`config.mk`:
```
export PLATFORM = sky130hd
export DESIGN_NAME = signal_modulator
export DESIGN_NICKNAME = d
export VERILOG_FILES = /design/src/core/dsm_pkg.sv /design/src/core/signal_modulator.sv /design/src/core/carrier_conditioner.sv
export SDC_FILE = /design/constraint.sdc
export NUM_CORES = 1
export LEC_CHECK = 0
export ABC_AREA = 1
export ABC_CLOCK_PERIOD_IN_PS = 3010
export BUFFER_PORTS_ARGS = -buffer_cell sky130_fd_sc_hd__clkbuf_2
export CAP_MARGIN = 20
export CORE_ASPECT_RATIO = 0.6
export CORE_MARGIN = 1
export CORE_UTILIZATION = 45
export DETAILED_ROUTE_END_ITERATION = 12
export PLACE_DENSITY = 0.7
export SLEW_MARGIN = 30
export SYNTH_ARGS = -nofsm -noshare
export SYNTH_HDL_FRONTEND = slang
export SYNTH_SLANG_ARGS = --single-unit
```
`constraint.sdc`:
```
create_clock -name mclk_i -period 3.01 [get_ports mclk_i]
set_clock_uncertainty 0.2 [all_clocks]
set_input_delay 0.1505 -clock mclk_i [delete_from_list [all_inputs] [get_ports mclk_i]]
set_output_delay 0.1505 -clock mclk_i [all_outputs]
set_load 0.005 [all_outputs]
```
`src/core/dsm_pkg.sv`:
```
package dsm_pkg;

    // register port geometry
    localparam int unsigned ADDR_W = 4;
    localparam int unsigned DATA_W = 16;
    localparam int unsigned SEL_W  = 4;
    localparam int unsigned N_SEL  = 16;
    localparam int unsigned N_UART = 4;
    localparam int unsigned N_PWM  = 7;

    // word addresses on the register port
    localparam logic [ADDR_W-1:0] ADDR_CONTROL = 4'h0;
    localparam logic [ADDR_W-1:0] ADDR_SOURCE  = 4'h1;
    localparam logic [ADDR_W-1:0] ADDR_CARRIER = 4'h2;

    // modulator_control fields
    localparam int unsigned CTL_ENABLE_BIT = 15;
    localparam int unsigned CTL_INVERT_BIT = 4;
    localparam int unsigned CTL_MANUAL_BIT = 0;

    // modulation_source_select fields
    localparam int unsigned SRC_DISABLE_BIT = 7;
    localparam int unsigned SRC_SEL_LSB     = 0;

    // carrier_select_control fields
    localparam int unsigned CAR_H_DISABLE_BIT = 15;
    localparam int unsigned CAR_H_INVERT_BIT  = 14;
    localparam int unsigned CAR_H_SYNC_BIT    = 13;
    localparam int unsigned CAR_H_SEL_LSB     = 8;
    localparam int unsigned CAR_L_DISABLE_BIT = 7;
    localparam int unsigned CAR_L_INVERT_BIT  = 6;
    localparam int unsigned CAR_L_SYNC_BIT    = 5;
    localparam int unsigned CAR_L_SEL_LSB     = 0;

    // implemented bits of each register
    localparam logic [DATA_W-1:0] CTL_MASK = 16'h8011;
    localparam logic [DATA_W-1:0] SRC_MASK = 16'h008f;
    localparam logic [DATA_W-1:0] CAR_MASK = 16'hefef;

    // power-on values
    localparam logic [DATA_W-1:0] CTL_POR     = 16'h0000;
    localparam logic              SRC_DIS_POR = 1'b0;
    localparam logic [SEL_W-1:0]  SRC_SEL_POR = 4'hf;
    localparam logic [DATA_W-1:0] CAR_POR     = 16'h0000;

    // source select codes
    localparam logic [SEL_W-1:0] SRC_MANUAL     = 4'h0;
    localparam logic [SEL_W-1:0] SRC_PIN        = 4'h1;
    localparam logic [SEL_W-1:0] SRC_SERIAL_ONE = 4'h2;
    localparam logic [SEL_W-1:0] SRC_SERIAL_TWO = 4'h3;
    localparam logic [SEL_W-1:0] SRC_UART_FIRST = 4'h4;
    localparam logic [SEL_W-1:0] SRC_PWM_FIRST  = 4'h8;
    localparam logic [SEL_W-1:0] SRC_UNIMPL     = 4'hf;

    // carrier select codes, shared by high and low carrier
    localparam logic [SEL_W-1:0] CAR_VSS       = 4'h0;
    localparam logic [SEL_W-1:0] CAR_PIN_ONE   = 4'h1;
    localparam logic [SEL_W-1:0] CAR_PIN_TWO   = 4'h2;
    localparam logic [SEL_W-1:0] CAR_REFCLK    = 4'h3;
    localparam logic [SEL_W-1:0] CAR_PWM_FIRST = 4'h4;
    localparam logic [SEL_W-1:0] CAR_LAST      = 4'ha;

    typedef enum logic [0:0] {
        CAR_LOW,
        CAR_HIGH
    } carrier_state_e;

endpackage

```
`src/core/signal_modulator.sv`:
```
// The implementer's own choices: the address map and the strobed register port.
`timescale 1ns/1ns
//
// Overview of operation
// - source code picks software bit, input pin, serial, uart or pwm outputs.
// - source disable bit blocks the selected source's own output pin.
// - source disable bit is cleared only by power-on reset, kept otherwise.
// - source select bits survive other resets; power-on reset loads code 1111; software programs them before use.
// - high carrier code picks ground, two pins, reference clock or pwm outputs.
// - low carrier code uses the same mapping as the high carrier code.
// - high carrier disable bit blocks the selected carrier's own output pin.
// - low carrier disable bit blocks its pin; cleared at power-on reset.
// - high carrier polarity bit inverts the high carrier.
// - low carrier polarity bit inverts the low carrier.
// - with high sync, switch to low waits for high carrier falling edge.
// - with low sync, switch to high waits for low carrier falling edge.
// - unimplemented register bits read as zero.
// - output is the carriers and modulating signal combined by and-or, to output pin.
// - enable bit gates routing and mixing, not the pin disables; disabled means no modulated output.
// - output polarity bit inverts the final modulated output.
module signal_modulator (
    input  wire logic                        mclk_i,                 // module clock
    input  wire logic                        rst_b_i,                // power-on reset
    input  wire logic                        sys_reset_i,            // other resets, sync
    input  wire logic [dsm_pkg::ADDR_W-1:0]  addr_i,                 // register address
    input  wire logic [dsm_pkg::DATA_W-1:0]  wdata_i,                // write data
    input  wire logic                        wr_i,                   // write strobe
    input  wire logic                        rd_i,                   // read strobe
    output logic      [dsm_pkg::DATA_W-1:0]  rdata_o,                // read data, next cycle
    input  wire logic                        modulation_input_pin_i, // external modulator
    input  wire logic                        serial_out_one_i,       // serial peripheral 1
    input  wire logic                        serial_out_two_i,       // serial peripheral 2
    input  wire logic [dsm_pkg::N_UART-1:0]  uart_tx_i,              // uart transmit lines
    input  wire logic [dsm_pkg::N_PWM-1:0]   pwm_out_i,              // compare/pwm outputs
    input  wire logic                        carrier_input_pin_one_i,// carrier pin 1
    input  wire logic                        carrier_input_pin_two_i,// carrier pin 2
    input  wire logic                        reference_clock_output_i,// reference clock
    output logic                             modulated_output_pin_o, // modulated result
    output logic      [dsm_pkg::N_SEL-1:0]   source_pin_off_o,       // per source code
    output logic      [dsm_pkg::N_SEL-1:0]   high_pin_off_o,         // per carrier code
    output logic      [dsm_pkg::N_SEL-1:0]   low_pin_off_o           // per carrier code
);
    import dsm_pkg::*;

    typedef struct packed {
        logic [DATA_W-1:0] control;
        logic              source_pin_output_disable;
        logic [SEL_W-1:0]  source_select_code;
        logic [DATA_W-1:0] carrier;
        carrier_state_e    route;
        logic              mod_out;
        logic [N_SEL-1:0]  src_off;
        logic [N_SEL-1:0]  high_off;
        logic [N_SEL-1:0]  low_off;
        logic [DATA_W-1:0] rdata;
    } mod_s;

    mod_s mods;
    mod_s next_mods;

    // decoded register fields
    logic             modulator_enable;
    logic             output_invert;
    logic             manual_modulation_bit;
    logic             high_carrier_pin_disable;
    logic             high_carrier_invert;
    logic             high_carrier_sync_enable;
    logic [SEL_W-1:0] high_carrier_select_code;
    logic             low_carrier_pin_disable;
    logic             low_carrier_invert;
    logic             low_carrier_sync_enable;
    logic [SEL_W-1:0] low_carrier_select_code;

    // candidate vectors indexed by select code
    logic [N_SEL-1:0] source_cands;
    logic [N_SEL-1:0] carrier_cands;

    // conditioned carriers
    logic high_carrier;
    logic high_fall;
    logic low_carrier;
    logic low_fall;

    // pin disable decode per code
    logic [N_SEL-1:0] src_off_dec;
    logic [N_SEL-1:0] high_off_dec;
    logic [N_SEL-1:0] low_off_dec;

    logic modulating;

    assign modulator_enable         = mods.control[CTL_ENABLE_BIT];
    assign output_invert            = mods.control[CTL_INVERT_BIT];
    assign manual_modulation_bit    = mods.control[CTL_MANUAL_BIT];
    assign high_carrier_pin_disable = mods.carrier[CAR_H_DISABLE_BIT];
    assign high_carrier_invert      = mods.carrier[CAR_H_INVERT_BIT];
    assign high_carrier_sync_enable = mods.carrier[CAR_H_SYNC_BIT];
    assign high_carrier_select_code = mods.carrier[CAR_H_SEL_LSB +: SEL_W];
    assign low_carrier_pin_disable  = mods.carrier[CAR_L_DISABLE_BIT];
    assign low_carrier_invert       = mods.carrier[CAR_L_INVERT_BIT];
    assign low_carrier_sync_enable  = mods.carrier[CAR_L_SYNC_BIT];
    assign low_carrier_select_code  = mods.carrier[CAR_L_SEL_LSB +: SEL_W];

    // code 1111 has no signal behind it and reads as ground
    assign source_cands = {
        1'b0,
        pwm_out_i,
        uart_tx_i,
        serial_out_two_i,
        serial_out_one_i,
        modulation_input_pin_i,
        manual_modulation_bit
    };

    // codes above the last pwm output are reserved and read as ground
    assign carrier_cands = {
        5'h00,
        pwm_out_i,
        reference_clock_output_i,
        carrier_input_pin_two_i,
        carrier_input_pin_one_i,
        1'b0
    };

    assign modulating = modulator_enable & source_cands[mods.source_select_code];

    carrier_conditioner #(
        .N_CAND (N_SEL)
    ) u_high (
        .mclk_i    (mclk_i),
        .rst_b_i   (rst_b_i),
        .clear_i   (sys_reset_i),
        .sel_i     (high_carrier_select_code),
        .cand_i    (carrier_cands),
        .invert_i  (high_carrier_invert),
        .carrier_o (high_carrier),
        .fall_o    (high_fall)
    );

    // same mapping as the high side, one shared candidate vector
    carrier_conditioner #(
        .N_CAND (N_SEL)
    ) u_low (
        .mclk_i    (mclk_i),
        .rst_b_i   (rst_b_i),
        .clear_i   (sys_reset_i),
        .sel_i     (low_carrier_select_code),
        .cand_i    (carrier_cands),
        .invert_i  (low_carrier_invert),
        .carrier_o (low_carrier),
        .fall_o    (low_fall)
    );

    for (genvar i = 0; i < N_SEL; i++) begin : g_pin_off
        localparam logic [SEL_W-1:0] CODE = SEL_W'(i);
        assign src_off_dec[i]  = mods.source_pin_output_disable
                                 & (mods.source_select_code == CODE);
        assign high_off_dec[i] = high_carrier_pin_disable
                                 & (high_carrier_select_code == CODE);
        assign low_off_dec[i]  = low_carrier_pin_disable
                                 & (low_carrier_select_code == CODE);
    end

    always_comb begin
        next_mods = mods;

        // register writes; unmapped addresses are ignored
        if (wr_i) begin
            unique case (addr_i)
                ADDR_CONTROL: begin
                    next_mods.control = wdata_i & CTL_MASK;
                end
                ADDR_SOURCE: begin
                    next_mods.source_pin_output_disable = wdata_i[SRC_DISABLE_BIT];
                    next_mods.source_select_code = wdata_i[SRC_SEL_LSB +: SEL_W];
                end
                ADDR_CARRIER: begin
                    next_mods.carrier = wdata_i & CAR_MASK;
                end
                default: begin
                end
            endcase
        end

        // register reads, answer stands one cycle after the strobe
        next_mods.rdata = '0;
        if (rd_i) begin
            unique case (addr_i)
                ADDR_CONTROL: begin
                    next_mods.rdata = mods.control & CTL_MASK;
                end
                ADDR_SOURCE: begin
                    next_mods.rdata[SRC_DISABLE_BIT] = mods.source_pin_output_disable;
                    next_mods.rdata[SRC_SEL_LSB +: SEL_W] = mods.source_select_code;
                end
                ADDR_CARRIER: begin
                    next_mods.rdata = mods.carrier & CAR_MASK;
                end
                default: begin
                    next_mods.rdata = '0;
                end
            endcase
        end

        // carrier routing with optional falling-edge synchronisation
        if (!modulator_enable) begin
            next_mods.route = CAR_LOW;
        end else begin
            unique case (mods.route)
                CAR_HIGH: begin
                    // an early switch could cut a high pulse short
                    if (!modulating && (!high_carrier_sync_enable || high_fall)) begin
                        next_mods.route = CAR_LOW;
                    end
                end
                CAR_LOW: begin
                    if (modulating && (!low_carrier_sync_enable || low_fall)) begin
                        next_mods.route = CAR_HIGH;
                    end
                end
            endcase
        end

        // and-or mix: route high gates the high carrier, route low the low one
        if (!modulator_enable) begin
            next_mods.mod_out = 1'b0;
        end else if (next_mods.route == CAR_HIGH) begin
            next_mods.mod_out = high_carrier ^ output_invert;
        end else begin
            next_mods.mod_out = low_carrier ^ output_invert;
        end

        // pin disables follow the selection one cycle later
        next_mods.src_off  = src_off_dec;
        next_mods.high_off = high_off_dec;
        next_mods.low_off  = low_off_dec;

        // other resets clear control and carrier but leave the source register
        if (sys_reset_i) begin
            next_mods.control = CTL_POR;
            next_mods.carrier = CAR_POR;
            next_mods.route   = CAR_LOW;
            next_mods.mod_out = 1'b0;
            next_mods.source_pin_output_disable = mods.source_pin_output_disable;
            next_mods.source_select_code = mods.source_select_code;
        end
    end

    // source select has no defined power-on value; it loads the ground code
    // so an unprogrammed block stays quiet until software sets it
    always_ff @(posedge mclk_i or negedge rst_b_i) begin
        if (!rst_b_i) begin
            mods.control  <= CTL_POR;
            mods.source_pin_output_disable <= SRC_DIS_POR;
            mods.source_select_code <= SRC_SEL_POR;
            mods.carrier  <= CAR_POR;
            mods.route    <= CAR_LOW;
            mods.mod_out  <= 1'b0;
            mods.src_off  <= '0;
            mods.high_off <= '0;
            mods.low_off  <= '0;
            mods.rdata    <= '0;
        end else begin
            mods <= next_mods;
        end
    end

    assign rdata_o                = mods.rdata;
    assign modulated_output_pin_o = mods.mod_out;
    assign source_pin_off_o       = mods.src_off;
    assign high_pin_off_o         = mods.high_off;
    assign low_pin_off_o          = mods.low_off;

endmodule

```
`src/core/carrier_conditioner.sv`:
```
`timescale 1ns/1ns
module carrier_conditioner #(
    parameter int unsigned N_CAND = dsm_pkg::N_SEL
) (
    input  wire logic                     mclk_i,    // module clock
    input  wire logic                     rst_b_i,   // power-on reset, active low
    input  wire logic                     clear_i,   // synchronous clear of edge history
    input  wire logic [dsm_pkg::SEL_W-1:0] sel_i,    // select code
    input  wire logic [N_CAND-1:0]        cand_i,    // candidate signals by code
    input  wire logic                     invert_i,  // polarity select
    output logic                          carrier_o, // conditioned carrier
    output logic                          fall_o     // conditioned carrier fell
);
    import dsm_pkg::*;

    typedef struct packed {
        logic last;
    } cond_s;

    cond_s cond;
    cond_s next_cond;
    logic  picked;

    if (N_CAND < 1 || N_CAND > N_SEL) begin : g_check
        $error("carrier_conditioner: N_CAND out of range");
    end

    always_comb begin
        picked = 1'b0;
        // codes without a candidate read as ground, never a floating value
        if (32'(sel_i) < N_CAND) begin
            picked = cand_i[sel_i];
        end
        carrier_o = picked ^ invert_i;
        fall_o    = cond.last & ~carrier_o;
        next_cond = cond;
        next_cond.last = clear_i ? 1'b0 : carrier_o;
    end

    always_ff @(posedge mclk_i or negedge rst_b_i) begin
        if (!rst_b_i) begin
            cond <= '0;
        end else begin
            cond <= next_cond;
        end
    end

endmodule

```
# After elaboration in Yosys (flattened, before gate mapping)
# Index checks and enable logic that the tools add are counted.
[word_totals]
regBits = 105
input_bits = 42
out_inout_bits = 65
[classes]
magnitude_cmp = 3
n_eq_ne = 47
muxes = 24
n_bitwise = 59
n_reduce_logical = 17
[op_table]
columns = ["op", "n"]
rows = [
  ["equality test 4 bit, second input constant", 24],
  ["bitwise AND 1 bit", 51],
  ["equality test 4 x 3 -> 1 bit, second input constant", 12],
  ["2-to-1 mux 16 bit", 3],
  ["2-to-1 mux 39 bit", 1],
  ["2-to-1 mux 37 bit", 1],
  ["equality test 4 x 2 -> 1 bit, second input constant", 7],
  ["equality test 4 x 1 -> 1 bit, second input constant", 4],
  ["logical NOT 4 bit", 4],
  ["one-hot mux 8 bit (2 select lines)", 1],
  ["< comparator 4 x 5 -> 1 bit, second input constant", 3],
  ["binary-select mux 1 bit (select 4 bit)", 3],
  ["one-hot mux 4 bit (3 select lines)", 1],
  ["2-to-1 mux 1 bit", 10],
  ["one-hot mux 3 bit (2 select lines)", 1],
  ["nonzero test 2 bit", 3],
  ["2-to-1 mux 5 bit", 1],
  ["NOT 1 bit", 4],
  ["one-hot mux 1 bit (2 select lines)", 2],
  ["AND reduction 2 bit", 2],
  ["XOR 1 bit", 4],
  ["logical NOT 1 bit", 3],
  ["AND reduction 3 bit", 1],
  ["logical AND 1 bit", 2],
  ["logical OR 1 bit", 2],
]

# Longest topological paths before layout
# Gate-level depths: netlist of run 1.
[depth]
depth_word = 13
ltp_mapped = 17
depth_no_buf = 16

# Modules after synthesis
# A second synthesis of run 1 with hierarchy kept.
[unflattened]
hier_cells = 517
hier_area_um2 = 4396.7
[modules_own_cells]
columns = ["mod", "instances", "cells_per_inst", "area_per_inst_um2"]
rows = [
  ["signal_modulator", 1, 395, 3736.1],
  ["carrier_conditioner", 2, 61, 330.3],
]

# Worst setup path before layout of run 1
# No wires, ideal clock.
[synth_path]
kind = "flip-flop to flip-flop"
start = "register mods[82] in the netlist's numbering"
end = "register mods, in the netlist modulated_output_pin_o"
setup_ns = 0.119
arrival_ns = 1.479
t_required_ns = 2.691
setup_slack_ns = 1.212
path_stages_with_launch = 14
period_less_slack_ns = 1.798
path_cell_list = "dfstp_2 inv_1 nor2_1 nand2_1 nand3_1 nand3_2 nand4_2 nand2_1 nand2_1 nand2_2 nand3_2 nand3_1 nand2_1 nor2_1"
[synth_lines]
columns = ["item", "line", "rtl"]
rows = [
  ["start, declared", "signal_modulator.sv:58", "mod_s mods;"],
  ["start signal, assigned", "signal_modulator.sv:263", "mods <= next_mods;"],
]

# Worst setup path after layout of run 1
[layout_path]
start = "input port addr_i[1] in the netlist's numbering"
end = "register mods, in the netlist high_carrier_invert"
[layout_via]
elab_chain_cells = 3
[layout_rtl]
columns = ["item", "line", "rtl"]
rows = [
  ["start, declared", "signal_modulator.sv:25", "input wire logic [dsm_pkg::ADDR_W-1:0] addr_i,"],
  ["equality test 4 x 2 -> 1 bit", "signal_modulator.sv:168", "unique case (addr_i)"],
  ["nonzero test 2 bit (no source line)", "--", ""],
  ["AND reduction 2 bit (no source line)", "--", ""],
]
# Every way passes these cells.
# A chain may end at the register's enable or synchronous reset.

==> results of run 1 <==
==> cell families (layout without fill, tap and decap cells) <==
kind of cell           Yosys count  count (layout)
other                            1               1
buffers and inverters          121             192
DFF                             89              89
and+or+nand+nor                210             210
AOI/OAI and AO/OA               35              35
==> critical path, stage by stage <==
cell	delay [ns]
dlygate4sd3_1	0.54
clkbuf_2	0.13
inv_1	0.05
nor3_2	0.16
buf_4	0.23
inv_2	0.14
o21ai_2	0.52
o21ai_0	0.19
==> cell usage after synthesis, drive strengths merged <==
| cell type | count | area share |
|---|---|---|
| a21oi | 7 | 0.0087 |
| a22oi | 2 | 0.0037 |
| buf | 70 | 0.13 |
| clkbuf | 2 | 0.0019 |
| conb | 1 | 0.00093 |
| dfrtp | 85 | 0.53 |
| dfstp | 4 | 0.026 |
| inv | 49 | 0.046 |
| nand2 | 83 | 0.078 |
| nand3 | 40 | 0.052 |
| nand4 | 5 | 0.0093 |
| nor2 | 69 | 0.064 |
| nor3 | 12 | 0.016 |
| nor4 | 1 | 0.0015 |
| o21ai | 17 | 0.022 |
| o22ai | 9 | 0.014 |
==> area by class of cell <==
type                       instances  area [um^2]
multi-input combinational        246         1090
tap                              112          140
clock buffer                      11          233
fill                             789         3910
inverter                          49          184
clock inverter                     5         80.1
sequential                        89         2230
timing repair buffer             127          752
==> state kept, by name (all words and copies together) (netlist names), 4 cells and up <==
name	cells
high_pin_off_o	16
low_pin_off_o	16
source_pin_off_o	16
rdata_o	15
mods	8
high_carrier_select_code	4
low_carrier_select_code	4
==> power by group through the flow <==
stage                     Clock, W  Combinational (W)  Sequential, W
final                      0.00117           0.000238        0.00126
after detailed placement         0           0.000216        0.00128
after global placement           0           0.000211        0.00128
after floorplan                  0           0.000129        0.00127
after global routing       0.00124           0.000270        0.00126
after CTS                  0.00120           0.000238        0.00126
==> what timing repair did <==
action / in CTS / in global routing
endpoints found under the hold margin: 115 / 0
setup endpoints to repair: 0 / 0
setup buffers: 0 / 0
hold buffers: 21 / 0
==> metal layers <==
layer / up-vias / share of wire / track usage / wire [um]
li1: 1504 / - / - / -
met1: 1528 / 0.49 / 0.288 / 4600
met3: 15 / 0.048 / 0.0548 / 446
met5: - / 0 / 0 / 0
met2: 91 / 0.45 / 0.319 / 4200
met4: 0 / 0.014 / 0.0843 / 135
==> how the worst max path moves through the flow <==
stage                         startpoint  slack (ns)                                to  cells past startpoint
floorplan           mods[82]$_DFFE_PN1P_        1.21  modulated_output_pin_o$_DFF_PN0_                     13
global placement    mods[82]$_DFFE_PN1P_        0.99  modulated_output_pin_o$_DFF_PN0_                     13
detailed placement  mods[83]$_DFFE_PN1P_        0.95  modulated_output_pin_o$_DFF_PN0_                     13
CTS                            addr_i[1]        0.89   high_carrier_invert$_DFFE_PN0P_                      8
global route                   addr_i[1]        0.75   high_carrier_invert$_DFFE_PN0P_                      8
finish                         addr_i[1]        0.87   high_carrier_invert$_DFFE_PN0P_                      8
==> per-stage QoR <==
stage | hold WS (ns) | power (W) | instance area [um^2]
after CTS | 0.0994 | 0.00270 | 4710
after global placement | 0.186 | 0.00149 | 4190
after detailed placement | 0.0775 | 0.00149 | 4190
after floorplan | -0.345 | 0.00140 | 4040
final | 0.108 | 0.00266 | 4710
after global routing | 0.137 | 0.00278 | 4710
==> results.py, run 1 <==
metrics = {
    "status": {
        "status": "finished clean",
    },
    "critical_path": {
        "r2r_start": "mods[83]$_DFFE_PN1P_",
        "ff2ff_path_depth": 13,
        "critical_path_required_ns": 2.99,
        "r2r-end": "modulated_output_pin_o$_DFF_PN0_",
        "end_kind": "flop",
        "arrival_ns": 2.12,
        "worstSetupPathType": "in2reg",
        "start_kind": "input pin",
        "path_max_fanout": 15,
        "r2r_setup_slack_ns": 0.90,
    },
    "min_path": {
        "min_from": "addr_i[2]",
        "hold_end": "rdata_o[15]$_DFF_PN0_",
        "min_path_type": "in2reg",
        "holdPathStages": 6,
    },
    "timing": {
        "finalSetupViolCount": 0,
        "fin_crit_sh": 0.711,
        "finalHoldViolCount": 0,
        "fmax_ghz": 0.468,
        "timing.setup.tns_ns": 0,
        "slew_viol_final": 0,
        "slew_headroom": 0.471,
        "rsz0062_at_grt": "no",
        "worst_pin_slew_ns": 0.794,
        "fin_crit_ns": 2.14,
        "final.setup.worst_slack_ns": 0.871,
    },
    "finish": {
        "num_antenna_cells": 0,
        "finish.utilization": 0.547,
        "area_growth_pct": 16.6,
        "final_nets": 564,
        "fin_cells": 639,
        "final_common_cell": "clkbuf_2",
        "drive_above_1_share": 0.256,
        "final_cell_mix": "clkbuf_2, dfrtp_1, nand2_1, nor2_1, inv_1",
    },
    "synthesis": {
        "synth-xor-area-share": 0,
        "synthSimpleGateAreaFrac": 0.221,
        "synth_fa_ha_area_frac": 0,
        "synth.area.mux_share": 0,
        "ys_seq_elements": 89,
        "syn-num-nets": 498,
        "synth_cell_type_count": 25,
        "yosysWarnings": 0,
        "syn_area_per_cell_um2": 8.86,
        "syn_inst": 456,
        "syn-cell-area_um2": 4040,
        "synth_seq_area_share": 0.552,
        "synth_compound_area_frac": 0.0483,
        "synth_top_family_by_area": "simple AND/OR/NAND/NOR gates",
    },
    "floorplanning": {
        "die_x_um": 124,
        "initial_utilization": 0.469,
        "io_pins": 107,
        "num_rows": 26,
        "die_y_um": 75.4,
        "fp.dieArea_um2": 9380,
        "fp.coreArea_um2": 8620,
    },
    "cts": {
        "path_clk_slew_ns": 0.06,
        "cts_htree_levels": 3,
        "insertion_delay_ns": 0.33,
        "ctsResizeCount": 0,
        "clock-root-buffer": "clkbuf_16",
        "cts.sinks": 89,
        "cts_tree": "done",
        "ctsLongestPathBuffers": 2,
        "cts_inserted_buffers": 9,
    },
    "job": {
        "drv_cap": 0,
    },
    "grt": {
        "antenna_found_initial": 0,
        "grt_usage": 0.209,
        "grt_pass1_wl_mm": 15.0,
        "grt_max_degree": 90,
        "grt_pass1_vias": 3033,
        "gr-total-overflow": 0,
    },
    "power_and_ir_drop": {
        "clockPowerShare": 0.439,
        "p_seq_frac": 0.472,
        "pwr_density_cell_nw_per_um2": 565,
        "p_leak_nw": 2.45,
        "power_frac_comb": 0.089,
        "p_sw_w": 0.000623,
        "power.internal_w": 0.00204,
        "ir_worst_vdd_v": 0.000312,
        "sw_frac_of_total": 0.234,
    },
    "place": {
        "gp_congestion": 0.891,
        "dp.cells": 602,
        "dp_slack_ns": 0.954,
        "portBuffers": 104,
        "hpwl_mm": 6.70,
    },
    "route": {
        "ant_nets": 0,
        "dr.pass1.iters": 5,
        "drtIter0Drc": 286,
        "vias": 3138,
        "via_per_inst": 4.91,
        "drc_errors": 0,
        "wirelength_mm": 9.38,
        "wl_per_cell_um": 14.7,
    },
}
Power figures use the tool's default switching activity.
==> run 2, diff against run 1 <==
Settings changed: ABC_AREA 1 to 0, ABC_CLOCK_PERIOD_IN_PS 3010 to 1950, PLACE_DENSITY 0.7 to 0.73.
Clock period 3.01 ns to 1.95 ns, I/O delays scaled along.
==> results.py, run 2 <==
metrics = {
    "status": {
        "status": "finished, violations left",
        "failed_checks": "setup timing",
    },
    "power_and_ir_drop": {
        "clockPowerShare": 0.414,
        "p_sw_w": 0.000930,
        "p_leak_nw": 2.57,
        "power_frac_comb": 0.111,
        "p_seq_frac": 0.475,
        "ir_worst_vdd_v": 0.000436,
        "pwr_density_cell_nw_per_um2": 810,
        "power.internal_w": 0.00317,
        "sw_frac_of_total": 0.227,
    },
    "synthesis": {
        "syn-cell-area_um2": 4050,
        "syn_area_per_cell_um2": 11.4,
        "netlist_top_cells_count": "dfrtp_1, buf_4, nor2_1",
        "synth_compound_area_frac": 0.0846,
        "synth_cell_type_count": 48,
        "synth_top_family_by_area": "simple AND/OR/NAND/NOR gates",
        "ys_top_cells_by_area": "dfrtp_1, buf_4, nor2_1",
        "synth_top_cell_by_area": "dfrtp_1",
        "synth-xor-area-share": 0.00216,
        "syn-num-nets": 397,
        "synth-edff-count": 0,
        "ys_seq_elements": 89,
        "netlist.area_leader.share": 0.525,
        "synth_fa_ha_area_frac": 0,
        "yosysWarnings": 0,
        "synth.area.mux_share": 0.0707,
        "synthFlopType": "dfrtp_1",
        "async_reset_ff_frac": 1.00,
        "synthSimpleGateAreaFrac": 0.149,
        "synth_seq_area_share": 0.551,
        "syn_inst": 355,
        "yosysMostFrequentCell": "dfrtp_1",
    },
    "floorplanning": {
        "die_y_um": 75.5,
        "initial_utilization": 0.470,
        "fp.coreArea_um2": 8620,
        "fp.dieArea_um2": 9400,
        "num_rows": 26,
        "die_x_um": 124,
        "io_pins": 107,
    },
    "finish": {
        "final_common_cell": "clkbuf_2",
        "multi_input_area_um2": 1280,
        "seq_area_um2": 2230,
        "nFillCells": 708,
        "finish.utilization": 0.587,
        "num_antenna_cells": 0,
        "final_area_um2": 5060,
        "final_cell_mix": "clkbuf_2, dfrtp_1, nor2_1, buf_4, dlygate4sd3_1",
        "area_growth_pct": 24.9,
        "final_nets": 499,
        "drive_above_1_share": 0.413,
    },
    "critical_path": {
        "end_kind": "flop",
        "critPathMaxStageDelay_ns": 0.61,
        "path_max_fanout": 6,
        "slowest_stage": "dfstp_2",
        "arrival_ns": 2.59,
        "worstSetupPathType": "reg2reg",
        "start_kind": "flop",
        "crit_buf_inv": 0,
        "cpLargestDelayFamily": "multiplexers",
        "cp-startpoint": "mods[82]$_DFFE_PN1P_",
        "critical_path_required_ns": 2.00,
        "r2r_start": "mods[82]$_DFFE_PN1P_",
        "crit_chain": "mux4_2, mux2_4, a32oi_2, a31oi_2, o21ba_1, o21ai_1, nor3b_2",
    },
    "route": {
        "via_per_inst": 5.06,
        "dr.pass1.iters": 4,
        "drc_errors": 0,
        "drtIter0Drc": 177,
        "ant_nets": 0,
        "wl_per_cell_um": 16.4,
        "wirelength_mm": 9.41,
        "vias": 2903,
    },
    "cts": {
        "cts_htree_levels": 3,
        "insertion_delay_ns": 0.34,
        "cts_tree": "done",
        "ctsLongestPathBuffers": 2,
        "path_clk_slew_ns": 0.06,
        "cts.sinks": 89,
        "clock-root-buffer": "clkbuf_16",
        "cts_inserted_buffers": 9,
    },
    "grt": {
        "met2_usage": 0.304,
        "grt_usage": 0.211,
        "grt_max_degree": 56,
        "grt_pass1_wl_mm": 15.0,
        "grtUsageMet1": 0.310,
        "use_met3": 0.0618,
        "gr-total-overflow": 0,
        "antenna_found_initial": 0,
        "grt_pass1_vias": 2878,
        "grt.busiest_layer": "met1",
    },
    "timing": {
        "finalSetupViolCount": 2,
        "finalHoldViolCount": 0,
        "slew_headroom": 0.661,
        "fin_crit_sh": 1.30,
        "fmax_ghz": 0.395,
        "slew_viol_final": 0,
        "final.setup.worst_slack_ns": -0.585,
        "fin_crit_ns": 2.53,
        "rsz0062_at_grt": "yes",
        "worst_pin_slew_ns": 0.507,
        "whs_ns": 0.0539,
    },
    "place": {
        "gp_congestion": 0.872,
        "place_area_um2": 4420,
        "hpwl_mm": 6.83,
        "portBuffers": 104,
    },
    "min_path": {
        "min_from": "addr_i[2]",
        "min_path_type": "in2reg",
    },
    "job": {
        "drv_cap": 0,
    },
}
run 2: cell count changes after synthesis, sizes merged, moves of 8 or more:
| cell | previous run | this run |
|---|---|---|
| mux2 | 0 | 10 |
| o22ai | 9 | 0 |
| inv | 49 | 5 |
| nand2 | 83 | 6 |
| nand3 | 40 | 7 |
| mux2i | 0 | 8 |
| nor2 | 69 | 53 |
| nand3b | 0 | 8 |
| o21ai | 17 | 3 |
| a22o | 0 | 15 |
run 2: what timing repair did:
action,in CTS,in global routing
endpoints found under the hold margin,120,0
endpoints found under the setup margin,4,5
pin swaps,1,3
hold buffers,26,0
gates resized for setup,3,11
buffers inserted,1,5
run 2: final timing paths:
kind	endpoint	slack, ns	depth (start not counted)
worst max-delay path	modulated_output_pin_o$_DFF_PN0_	-0.58	7
worst min-delay path	rdata_o[7]$_DFF_PN0_	0.05	5
worst max register to register	modulated_output_pin_o$_DFF_PN0_	-0.58	7
worst min register to register	low_carrier_sync_enable$_DFFE_PN0P_	0.32	1
max in group asynchronous	mods[86]$_DFFE_PN0P_	0.78	3
min in group asynchronous	mods[85]$_DFFE_PN1P_	0.10	2
run 2: power by group through the flow:
stage	combinational, W	sequential [W]	clock (W)
after floorplan	0.000202	0.00196	0
after CTS	0.000415	0.00195	0.00173
final	0.000454	0.00195	0.00170
after global routing	0.000494	0.00195	0.00180
after detailed placement	0.000370	0.00198	0
after global placement	0.000362	0.00197	0
run 2: through the flow:
stage               setup TNS (ns)  worst slack (ns)  instances  power, W
finish                      -0.958            -0.585        574   0.00410
global route                 -1.20            -0.719        574   0.00425
CTS                          -1.01            -0.562        570   0.00410
detailed placement          -0.880            -0.566        527   0.00235
global placement            -0.724            -0.502        527   0.00233
floorplan                   -0.453            -0.365        355   0.00216
run 2: cells by family (layout without fill, tap and decap cells):
logic type      count (synthesis)  count (layout)
compound gates                 40              40
xor+xnor                        1               1
buf+inv                        82             189
flops                          89              89
mux                            22              22
other cells                     1               1
simple gates                  120             120
run 2: layer usage:
layer | part of all wire | up-vias
li1 | - | 1354
met4 | 0.011 | 0
met3 | 0.062 | 10
met5 | 0 | -
met2 | 0.42 | 115
met1 | 0.51 | 1424
run 2: final cells by class:
| class | count | area share |
|---|---|---|
| tap | 112 | 0.0277 |
| timing repair buffer | 168 | 0.215 |
| clock inverter | 2 | 0.00742 |
| multi-input combinational | 184 | 0.254 |
| clock buffer | 14 | 0.0502 |
| sequential | 89 | 0.442 |
| inverter | 5 | 0.00371 |
run 2: worst reg2reg max path, stage by stage, from the launching register on:
cell,delay (ns)
dfstp_2,0.61
mux4_2,0.52
mux2_4,0.29
a32oi_2,0.22
a31oi_2,0.09
o21ba_1,0.22
o21ai_1,0.12
nor3b_2,0.18
